<file path="src/pfl_pkg.sv">
package pfl_pkg;
    // ===========================================================
    // Clock
    // ===========================================================
    localparam real CLK_PERIOD_NS = 20.0;

    // ===========================================================
    // Action-select codes and commands
    // ===========================================================
    localparam logic [1:0] ACT_ADDRESS = 2'h0;
    localparam logic [1:0] ACT_DATA = 2'h1;
    localparam logic [1:0] ACT_COMMAND = 2'h2;
    localparam logic [7:0] CMD_CHIP_ERASE = 8'h80;
    localparam logic [7:0] CMD_WRITE_FUSE = 8'h40;
    localparam logic [7:0] CMD_WRITE_LOCK = 8'h20;
    localparam logic [7:0] CMD_READ_STATUS = 8'h04;
    localparam logic [7:0] CMD_READ_SIGNATURE = 8'h08;
    localparam logic [7:0] SIG_LAST_ADDR = 8'h02;

    // ===========================================================
    // Field positions
    // ===========================================================
    localparam int FUSE_STARTUP_BIT = 0;
    localparam int FUSE_SERIAL_BIT = 5;
    localparam int LOCK_ONE_WR_BIT = 1;
    localparam int LOCK_TWO_WR_BIT = 2;
    localparam int ST_LOCK_ONE_BIT = 7;
    localparam int ST_LOCK_TWO_BIT = 6;
    localparam int ST_SERIAL_BIT = 5;
    localparam int ST_STARTUP_BIT = 0;

    // ===========================================================
    // Reset and fill values (1 means unprogrammed)
    // ===========================================================
    localparam logic [7:0] CMD_RESET = 8'h00;
    localparam logic [7:0] STATUS_RESERVED = 8'hFF;
    localparam logic [7:0] SIG_UNMAPPED = 8'hFF;

    // ===========================================================
    // Timing
    // ===========================================================
    localparam real T_WRITE_SELF_MS = 0.7;
    localparam real T_FUSE_PULSE_MIN_MS = 1.0;
    localparam real T_ERASE_PULSE_MIN_MS = 5.0;
    localparam int WRITE_SELF_CYC = int'($floor(T_WRITE_SELF_MS * 1.0e6 / CLK_PERIOD_NS));
    localparam int FUSE_PULSE_CYC = int'($ceil(T_FUSE_PULSE_MIN_MS * 1.0e6 / CLK_PERIOD_NS));
    localparam int ERASE_PULSE_CYC = int'($ceil(T_ERASE_PULSE_MIN_MS * 1.0e6 / CLK_PERIOD_NS));
    localparam int TIMER_W = 20;
endpackage : pfl_pkg

</file>
<file path="src/pfl_top.sv">
`timescale 1ns/100ps
// How it works
// - Fuse write takes startup-time fuse from data bit 0; other reserved bits ignored.
// - Fuse write needs a long write-strobe pulse; ready_busy stays high throughout.
// - Command byte 0x20 selects lock bit programming.
// - Lock write: zero in bit 2 programs lock two, bit 1 lock one.
// - Lock write starts by low-byte write strobe; ready_busy shows busy.
// - Programmed lock bits clear only through chip erase.
// - Command byte 0x04 reads fuse and lock status.
// - Status read with byte select high: lock1, lock2, serial fuse, startup fuse.
// - Output enable high releases the data bus within one clock.
// - Command byte 0x08 reads signature; low address 0x00 to 0x02 selects byte.
// - Signature read with byte select low drives the addressed byte.
// - Byte write makes ready_busy low until self-timed write ends.
// - Write strobe held past self-timed duration shows no busy pulse.
// - Action select 10 with byte select low and load strobe rising latches the command.
// - Action select 01 loads data; 00 with byte select low loads low address.
// - Fuse data zero programs, one erases; bit 5 is serial-programming fuse.
// - Command and address stay loaded across operations.
module pfl_top #(
    parameter int WRITE_SELF_CYCLES = pfl_pkg::WRITE_SELF_CYC,
    parameter int FUSE_PULSE_CYCLES = pfl_pkg::FUSE_PULSE_CYC,
    parameter int ERASE_PULSE_CYCLES = pfl_pkg::ERASE_PULSE_CYC,
    parameter logic [7:0] SIGNATURE_0 = 8'h5A, // Arbitrary value.
    parameter logic [7:0] SIGNATURE_1 = 8'hA5, // Arbitrary value.
    parameter logic [7:0] SIGNATURE_2 = 8'h3C, // Arbitrary value.
    parameter logic FUSE_STARTUP_INIT = 1'b1,
    parameter logic FUSE_SERIAL_INIT = 1'b0
) (
    input wire logic MCLK_I, // System clock.
    input wire logic RESET_I, // Synchronous reset, active high.
    input wire logic ACTION_SELECT_HIGH_I, // Action select, upper bit.
    input wire logic ACTION_SELECT_LOW_I, // Action select, lower bit.
    input wire logic BYTE_SELECT_I, // Byte select.
    input wire logic LOAD_STROBE_CLOCK_I, // Load strobe, rising edge loads.
    input wire logic WRITE_N_I, // Write strobe, active low.
    input wire logic OUTPUT_ENABLE_N_I, // Output enable, active low.
    input wire logic [7:0] DATA_I, // Data bus in.
    output logic [7:0] DATA_O, // Data bus out.
    output logic DATA_OE_O, // High while the device drives the data bus.
    output logic READY_BUSY_O, // Low while a byte write is in progress.
    output logic LOCK_BIT_ONE_O, // Lock bit one, 0 = programmed.
    output logic LOCK_BIT_TWO_O, // Lock bit two, 0 = programmed.
    output logic STARTUP_TIME_FUSE_O, // Startup-time fuse, 0 = programmed.
    output logic SERIAL_PROGRAM_ENABLE_FUSE_O // Serial programming fuse, 0 = programmed.
);
    import pfl_pkg::*;

    // ===========================================================
    // Parameter checks
    // ===========================================================
    generate
        if (WRITE_SELF_CYCLES < 1 || FUSE_PULSE_CYCLES < 1 || ERASE_PULSE_CYCLES < 1 ||
            WRITE_SELF_CYCLES >= (1 << TIMER_W) || FUSE_PULSE_CYCLES >= (1 << TIMER_W) ||
            ERASE_PULSE_CYCLES >= (1 << TIMER_W)) begin : g_bad_param
            $error("pfl_top: timing counts must lie between 1 and the timer range.");
        end
    endgenerate

    localparam logic [TIMER_W-1:0] WRITE_LIMIT = TIMER_W'(WRITE_SELF_CYCLES);
    localparam logic [TIMER_W-1:0] FUSE_LIMIT = TIMER_W'(FUSE_PULSE_CYCLES);
    localparam logic [TIMER_W-1:0] ERASE_LIMIT = TIMER_W'(ERASE_PULSE_CYCLES);

    typedef enum logic [1:0] {
        WS_IDLE,
        WS_STROBE_LOW,
        WS_BUSY
    } pfl_wstate_e;

    typedef struct packed {
        logic [7:0] command;
        logic [7:0] addr_low;
        logic [7:0] addr_high;
        logic [7:0] data_low;
        logic [7:0] data_high;
        logic load_prev;
        logic write_prev;
        pfl_wstate_e wstate;
        logic [TIMER_W-1:0] self_timer;
        logic [TIMER_W-1:0] pulse_timer;
        logic lock_pending;
        logic fuse_done;
        logic erase_done;
        logic lock_one;
        logic lock_two;
        logic fuse_startup;
        logic fuse_serial;
        logic ready_busy;
        logic [7:0] dout;
        logic doe;
    } pfl_state_s;

    pfl_state_s st_reg;
    pfl_state_s st_next;

    function automatic logic [TIMER_W-1:0] pfl_bump(input logic [TIMER_W-1:0] count,
                                                    input logic [TIMER_W-1:0] limit);
        pfl_bump = (count < limit) ? count + TIMER_W'(1) : count;
    endfunction : pfl_bump

    // ===========================================================
    // Next-state logic
    // ===========================================================
    always_comb begin
        logic [1:0] action;
        logic load_rise;
        logic write_fall;
        logic write_rise;
        action = {ACTION_SELECT_HIGH_I, ACTION_SELECT_LOW_I};
        load_rise = LOAD_STROBE_CLOCK_I && !st_reg.load_prev;
        write_fall = !WRITE_N_I && st_reg.write_prev;
        write_rise = WRITE_N_I && !st_reg.write_prev;
        st_next = st_reg;
        st_next.load_prev = LOAD_STROBE_CLOCK_I;
        st_next.write_prev = WRITE_N_I;

        // Loads through the load strobe; everything is held until reloaded.
        if (load_rise) begin
            case (action)
                ACT_COMMAND: begin
                    if (!BYTE_SELECT_I) begin
                        st_next.command = DATA_I;
                    end
                end
                ACT_DATA: begin
                    if (BYTE_SELECT_I) begin
                        st_next.data_high = DATA_I;
                    end else begin
                        st_next.data_low = DATA_I;
                    end
                end
                ACT_ADDRESS: begin
                    if (BYTE_SELECT_I) begin
                        st_next.addr_high = DATA_I;
                    end else begin
                        st_next.addr_low = DATA_I;
                    end
                end
                default: begin
                end
            endcase
        end

        // Fuse write and chip erase act once the strobe has been low long enough.
        if (WRITE_N_I) begin
            st_next.pulse_timer = '0;
            st_next.fuse_done = 1'b0;
            st_next.erase_done = 1'b0;
        end else begin
            st_next.pulse_timer = pfl_bump(st_reg.pulse_timer, ERASE_LIMIT);
            if (st_reg.command == CMD_WRITE_FUSE && !st_reg.fuse_done &&
                st_reg.pulse_timer >= FUSE_LIMIT - TIMER_W'(1)) begin
                st_next.fuse_done = 1'b1;
                st_next.fuse_startup = st_reg.data_low[FUSE_STARTUP_BIT];
                st_next.fuse_serial = st_reg.data_low[FUSE_SERIAL_BIT];
            end
            if (st_reg.command == CMD_CHIP_ERASE && !st_reg.erase_done &&
                st_reg.pulse_timer >= ERASE_LIMIT - TIMER_W'(1)) begin
                st_next.erase_done = 1'b1;
                st_next.lock_one = 1'b1;
                st_next.lock_two = 1'b1;
            end
        end

        // Self-timed byte write: busy shows only after the strobe rises early.
        case (st_reg.wstate)
            WS_IDLE: begin
                if (write_fall && !BYTE_SELECT_I && st_reg.command == CMD_WRITE_LOCK) begin
                    st_next.wstate = WS_STROBE_LOW;
                    st_next.self_timer = TIMER_W'(1);
                    st_next.lock_pending = 1'b1;
                end
            end
            WS_STROBE_LOW: begin
                st_next.self_timer = st_reg.self_timer + TIMER_W'(1);
                if (st_reg.self_timer >= WRITE_LIMIT) begin
                    st_next.wstate = WS_IDLE;
                end else if (write_rise) begin
                    st_next.wstate = WS_BUSY;
                    st_next.ready_busy = 1'b0;
                end
            end
            WS_BUSY: begin
                st_next.self_timer = st_reg.self_timer + TIMER_W'(1);
                if (st_reg.self_timer >= WRITE_LIMIT) begin
                    st_next.wstate = WS_IDLE;
                    st_next.ready_busy = 1'b1;
                end
            end
            default: begin
                st_next.wstate = WS_IDLE;
                st_next.ready_busy = 1'b1;
            end
        endcase
        if (st_reg.lock_pending && st_next.wstate == WS_IDLE) begin
            st_next.lock_pending = 1'b0;
            // Only programming is possible here; a one never erases a lock bit.
            st_next.lock_one = st_reg.lock_one & st_reg.data_low[LOCK_ONE_WR_BIT];
            st_next.lock_two = st_reg.lock_two & st_reg.data_low[LOCK_TWO_WR_BIT];
        end

        // Read path.
        st_next.doe = 1'b0;
        st_next.dout = st_reg.dout;
        if (!OUTPUT_ENABLE_N_I) begin
            if (st_reg.command == CMD_READ_STATUS && BYTE_SELECT_I) begin
                st_next.doe = 1'b1;
                st_next.dout = STATUS_RESERVED;
                st_next.dout[ST_LOCK_ONE_BIT] = st_reg.lock_one;
                st_next.dout[ST_LOCK_TWO_BIT] = st_reg.lock_two;
                st_next.dout[ST_SERIAL_BIT] = st_reg.fuse_serial;
                st_next.dout[ST_STARTUP_BIT] = st_reg.fuse_startup;
            end else if (st_reg.command == CMD_READ_SIGNATURE && !BYTE_SELECT_I) begin
                st_next.doe = 1'b1;
                case (st_reg.addr_low)
                    8'h00: st_next.dout = SIGNATURE_0;
                    8'h01: st_next.dout = SIGNATURE_1;
                    SIG_LAST_ADDR: st_next.dout = SIGNATURE_2;
                    default: st_next.dout = SIG_UNMAPPED;
                endcase
            end
        end
        if (OUTPUT_ENABLE_N_I) begin
            st_next.doe = 1'b0;
        end
    end

    // ===========================================================
    // State register
    // ===========================================================
    always_ff @(posedge MCLK_I) begin
        if (RESET_I) begin
            st_reg <= '{
                command: CMD_RESET,
                addr_low: 8'h00,
                addr_high: 8'h00,
                data_low: 8'hFF,
                data_high: 8'hFF,
                load_prev: 1'b0,
                write_prev: 1'b1,
                wstate: WS_IDLE,
                self_timer: '0,
                pulse_timer: '0,
                lock_pending: 1'b0,
                fuse_done: 1'b0,
                erase_done: 1'b0,
                lock_one: 1'b1,
                lock_two: 1'b1,
                fuse_startup: FUSE_STARTUP_INIT,
                fuse_serial: FUSE_SERIAL_INIT,
                ready_busy: 1'b1,
                dout: 8'h00,
                doe: 1'b0
            };
        end else begin
            st_reg <= st_next;
        end
    end

    assign DATA_O = st_reg.dout;
    assign DATA_OE_O = st_reg.doe;
    assign READY_BUSY_O = st_reg.ready_busy;
    assign LOCK_BIT_ONE_O = st_reg.lock_one;
    assign LOCK_BIT_TWO_O = st_reg.lock_two;
    assign STARTUP_TIME_FUSE_O = st_reg.fuse_startup;
    assign SERIAL_PROGRAM_ENABLE_FUSE_O = st_reg.fuse_serial;
endmodule : pfl_top

</file>
<file path="config.mk">
export PLATFORM = sky130hd
export DESIGN_NAME = pfl_top
export DESIGN_NICKNAME = d
export VERILOG_FILES = /design/src/pfl_pkg.sv /design/src/pfl_top.sv
export SDC_FILE = /design/constraint.sdc
export NUM_CORES = 1
export LEC_CHECK = 0
export BUFFER_PORTS_ARGS = -buffer_cell sky130_fd_sc_hd__buf_2
export CORE_UTILIZATION = 35
export CTS_CLUSTER_DIAMETER = 40
export DETAILED_ROUTE_END_ITERATION = 8
export GPL_ROUTABILITY_DRIVEN = 0
export PLACE_DENSITY = 0.62
export SLEW_MARGIN = 40
export SYNTH_ARGS = -nofsm -noshare
export SYNTH_HDL_FRONTEND = slang
export SYNTH_SLANG_ARGS = --single-unit
</file>
<file path="constraint.sdc">
create_clock -name MCLK_I -period 6.7 [get_ports MCLK_I]
set_input_delay 1.34 -clock MCLK_I [delete_from_list [all_inputs] [get_ports MCLK_I]]
set_output_delay 1.34 -clock MCLK_I [all_outputs]
set_load 0.02 [all_outputs]
</file>
# After elaboration in Yosys (flattened, before gate mapping)
# Index checks and enable logic that the tools add are counted.
# W data, S select, Z words.
[totals]
register_bits = 83
n_memories = 0
input_bits = 16
romBits = 0
latch_bits = 0
ramBits = 0
[op_classes]
n_eq_ne = 16
n_mux = 17
n_lt_le_gt_ge = 4
n_shift = 0
bitwise_logic = 6
add_sub_neg = 2
reduce_logical = 38
mul = 0
div_mod_pow = 0
[ops]
columns = ["cell", "count"]
rows = [
  ["$add A20 B1 Y20 const B", 2],
  ["$ge A20 B16 Y1 const B", 2],
  ["$pmux W20 S2", 1],
  ["$pmux W8 S3", 1],
  ["$mux W22", 1],
  ["$ge A20 B18 Y1 const B", 1],
  ["$lt A20 B18 Y1 const B", 1],
  ["$mux W9", 2],
  ["$logic_and A1 B1 Y1", 12],
  ["$mux W2", 6],
  ["$reduce_and A2 Y1", 5],
  ["$reduce_and A3 Y1", 3],
  ["$eq A8 B1 Y1 const B", 1],
  ["$eq A8 B2 Y1 const B", 1],
  ["$eq A8 B3 Y1 const B", 1],
  ["$eq A8 B4 Y1 const B", 1],
  ["$eq A8 B6 Y1 const B", 1],
  ["$eq A8 B7 Y1 const B", 1],
  ["$eq A8 B8 Y1 const B", 1],
  ["$logic_not A8 Y1", 1],
  ["$ne A2 B2 Y1 const B", 4],
  ["$reduce_or A2 Y1", 4],
  ["$logic_not A1 Y1", 6],
  ["$logic_not A2 Y1", 3],
  ["other kinds (11)", 21],
]

# Logic depth before layout (Yosys ltp)
[depth]
word_depth = 10
depth_mapped = 9
mapped_depth_nobuf = 7

# Least setup slack after synthesis
# No wires, ideal clock.
[synth_timing]
kind = "input -> register"
startpoint = "input WRITE_N_I"
endpoint = "register st_reg[54] in the netlist's numbering"
path_stages = 5
t_arrival_ps = 2642
slack_ps = 3988
required_ps = 6630
setup_time_ps = 70
n_path_buf = 0
cell_sequence = "nor4b_4 > and4_4 > o2111ai_4 > or4_1 > a21oi_1"
[synth_between]
elab_chain_len = 6
[synth_lines]
columns = ["element", "line", "source"]
rows = [
  ["start: declaration", "pfl_top.sv:36", "input wire logic WRITE_N_I,"],
  ["$logic_not A1 Y1", "pfl_top.sv:111", "write_fall = !WRITE_N_I && st_reg.write_prev;"],
  ["$logic_and A1 B1 Y1", "pfl_top.sv:111", ""],
  ["$logic_and A1 B1 Y1 (2 in series)", "pfl_top.sv:168", "if (write_fall && !BYTE_SELECT_I && st_reg.command == CMD_WRITE_LOCK) begin"],
  ["$ne A2 B2 Y1 (no source line)", "--", ""],
  ["$reduce_and A2 Y1 (no source line)", "--", ""],
  ["end signal: assignment", "pfl_top.sv:233", "st_reg <= '{"],
  ["end signal: assignment", "pfl_top.sv:256", "st_reg <= st_next;"],
  ["end: declaration", "pfl_top.sv:93", "pfl_state_s st_reg;"],
]
# No other way between the ends.
# A chain may end at the register's enable or synchronous reset.

# Worst setup path in the final report
# Ends and elaborated chain as after synthesis.

==> flow_metrics.py <==
metrics = {
    "outcome": {
        "outcome": "finished clean",
    },
    "critical_path": {
        "cp_num_buf_inv": 1,
        "worst_r2r_startpoint": "st_reg[58]$_SDFF_PP0_",
        "worstPathCellList": "buf_2 > nor4b_4 > and4_4 > o2111ai_4 > or4_1 > a21oi_1",
        "cp_slowest_stage_delay_ns": 0.55,
        "cp_data_required_time_ns": 6.97,
        "cp_max_fo": 17,
        "cp-end-kind": "flop",
        "critPathArrivalTime_ns": 3.14,
        "cp-startpoint": "WRITE_N_I",
        "cp_top_family": "simple AND/OR/NAND/NOR gates",
        "startpoint_type": "input port",
        "crit_slowest_cell": "or4_1",
        "crit_type": "in2reg",
    },
    "global_routing": {
        "grt_pass1_wl_um": 14000,
        "grt_pass1_vias": 2884,
        "grt_max_degree": 40,
        "grtUsageTotal_pct": 15.2,
        "gr-total-overflow": 0,
        "antenna_found_initial": 0,
    },
    "clocking": {
        "clock_sinks": 80,
        "post_cts_buffers": 0,
        "htree_levels": 3,
        "ctsHoldBuffers": 0,
        "cts_tree": "built",
        "ctsResizeCount": 0,
        "clk_pin_slew_ns": 0.06,
        "clk_latency_ns": 0.34,
        "cts.path.max_buffers": 2,
        "clock-root-buffer": "clkbuf_16",
        "cts_buffers": 9,
    },
    "drt": {
        "drc_errors": 0,
        "wl_per_cell_um": 13.7,
        "vias": 3258,
        "drtIter0Drc": 137,
        "firstDrtPassIters": 4,
        "ant_nets": 0,
        "wirelength_um": 8400,
        "vias_per_cell": 5.31,
    },
    "yosys": {
        "yosys.area.top_type": "dfxtp_1",
        "synth_warnings": 0,
        "yosys.area_share.adder_pct": 2.19,
        "synth_mux_area_share_pct": 5.74,
        "synth_compound_area_share_pct": 18.6,
        "ys_seq_area_share_pct": 40.0,
        "synthCells": 454,
        "synth_edf_count": 0,
        "dominantRegCellSynth": "dfxtp_1",
        "yosysTopAreaCellShare_pct": 40.0,
        "yosys.area_share.simple_pct": 24.0,
        "synth_area_um2": 4010,
        "synth_top_family_by_area": "simple AND/OR/NAND/NOR gates",
        "async_flop_share_pct": 0,
        "yosys.area_share.xor_xnor_pct": 3.72,
        "synth_nets": 477,
        "synth_cell_types": 68,
        "ys_ff_latch": 80,
        "synthTopCellsByArea": "dfxtp_1 (40%), nor2_1 (6.1%), mux2i_1 (5.7%), a21oi_1 (3.5%), nand2_1 (3.3%)",
        "syn_avg_cell_area_um2": 8.83,
    },
    "timing": {
        "setup_ws_ns": 3.83,
        "layout_min_cycle_time_ns": 2.87,
        "finalMaxSlewViolations": 0,
        "hold_ws_ns": 0.453,
        "hold_viol": 0,
        "fmax_ghz": 0.349,
        "rsz0062_at_grt": "no",
        "worstMarginPinSlew_ns": 0.820,
        "setup-violations-final": 0,
        "fin_setup_tns_ns": 0,
        "fin_crit_sh_pct": 42.8,
        "skew_ns": 0.00959,
        "maxSlewHeadroom_pct": 45.1,
    },
    "final_layout": {
        "multi_input_area_um2": 2180,
        "mostFrequentLayoutCells": "dfxtp_1 (80), nor2_1 (65), nand2_1 (35), buf_2 (29), a21oi_1 (28)",
        "final_common_cell": "dfxtp_1",
        "design_area_um2": 4540,
        "final_layout_size_suffix_gt1_share_pct": 14.1,
        "fillers": 1083,
        "area_growth_pct": 13.3,
        "diodes": 0,
        "nNetsFinal": 492,
        "largest_reg_flops": 67,
        "seq_area_um2": 1600,
    },
    "place": {
        "dp_slack_ns": 3.51,
        "dp_hpwl_um": 5910,
        "dpl_cell_area_um2": 4190,
        "io_buffers": 29,
    },
    "flow_run": {
        "drv_cap": 0,
    },
    "power": {
        "p_leak_nw": 1.63,
        "ir_drop_uv": 197,
        "finalPower_w": 0.00109,
        "power_density_nw_per_um2": 240,
    },
    "die": {
        "num_io_pins": 30,
        "initial_utilization_pct": 36.5,
        "core_region_area_um2": 11000,
        "die_w_um": 109,
        "dieArea_um2": 11900,
        "die-height_um": 109,
        "rows": 38,
    },
    "worst_hold_path": {
        "min_path_type": "reg2reg",
        "min_from": "st_reg[14]$_SDFFE_PP0P_",
    },
}
## layer usage
metal  up-vias  GRT usage [%]  part of all wire [%]
met1      1529           20.6                    50
met4         0           5.21                   1.5
met5         -              0                     0
met3        13           5.08                   4.3
met2        52           22.3                    44
li1       1664              -                     -
## synthesized netlist by cell type (2+ instances only)
master / n
a2111oi_1: 3
a211oi_1: 9
a21o_1: 6
a21oi_1: 28
a311oi_1: 4
a31o_2: 3
a31oi_1: 2
a41o_1: 2
and2_1: 4
and3_1: 3
and3b_1: 2
buf_2: 5
buf_4: 8
buf_6: 2
clkbuf_1: 9
dfxtp_1: 80
ha_1: 7
inv_1: 22
mux2i_1: 23
nand2_1: 35
nand2b_1: 2
nand3_1: 10
nand4_1: 7
nand4b_1: 3
nor2_1: 65
nor2b_1: 2
nor3_1: 6
nor3_2: 2
nor4_1: 9
nor4_4: 2
o2111ai_1: 3
o211ai_1: 2
o21ai_0: 17
o221ai_1: 2
o31a_1: 2
o31ai_1: 5
or2_2: 2
or3_1: 6
or3_2: 2
or4_1: 5
xnor2_1: 12
xor2_1: 5
## final timing paths
check | to | slack (ns) | cells after the start
max reg2reg | st_reg[54]$_SDFFE_PP0P_ | 4.12 | 7
max | st_reg[54]$_SDFFE_PP0P_ | 3.83 | 6
min | st_reg[14]$_SDFFE_PP0P_ | 0.45 | 2
min reg2reg | st_reg[14]$_SDFFE_PP0P_ | 0.45 | 2
## metrics by stage
stage | instances | util, %
finish | 614 | 41.3
global route | 614 | 41.3
CTS | 614 | 41.3
detailed placement | 598 | 38.1
global placement | 598 | 38.1
floorplan | 454 | -
## where the power goes
group | switching, W | total [W] | internal, W
sequential | 0.00000330 | 0.000483 | 0.000480
combinational | 0.0000227 | 0.0000350 | 0.0000122
clock | 0.000197 | 0.000571 | 0.000374
total | 0.000223 | 0.00109 | 0.000866
## layout make-up
cell class                      count  share of cell area, %
Multi-Input combinational cell    326                   48.1
Sequential cell                    80                   35.3
Timing Repair Buffer               29                   3.20
Inverter                           23                   1.90
Clock buffer                       11                   5.35
Tap cell                          140                   3.86
Clock inverter                      5                   2.29
## cells by family after synthesis
kind of cell,Yosys count
flip-flops,80
buffers and inverters,48
AND/OR/NAND/NOR,178
multiplexers,23
XOR/XNOR,17
adder cells (fa/ha/maj),7
AO/OA/AOI/OAI,101
## worst reg2reg max path, stage by stage (launching register included)
cell and delay [ns]:
dfxtp_1 0.43, inv_1 0.09, ha_1 0.35, inv_1 0.09, nor2_1 0.52, o2111ai_4 0.32, or4_1 0.55, a21oi_1 0.15
Power figures use the tool's default switching activity.
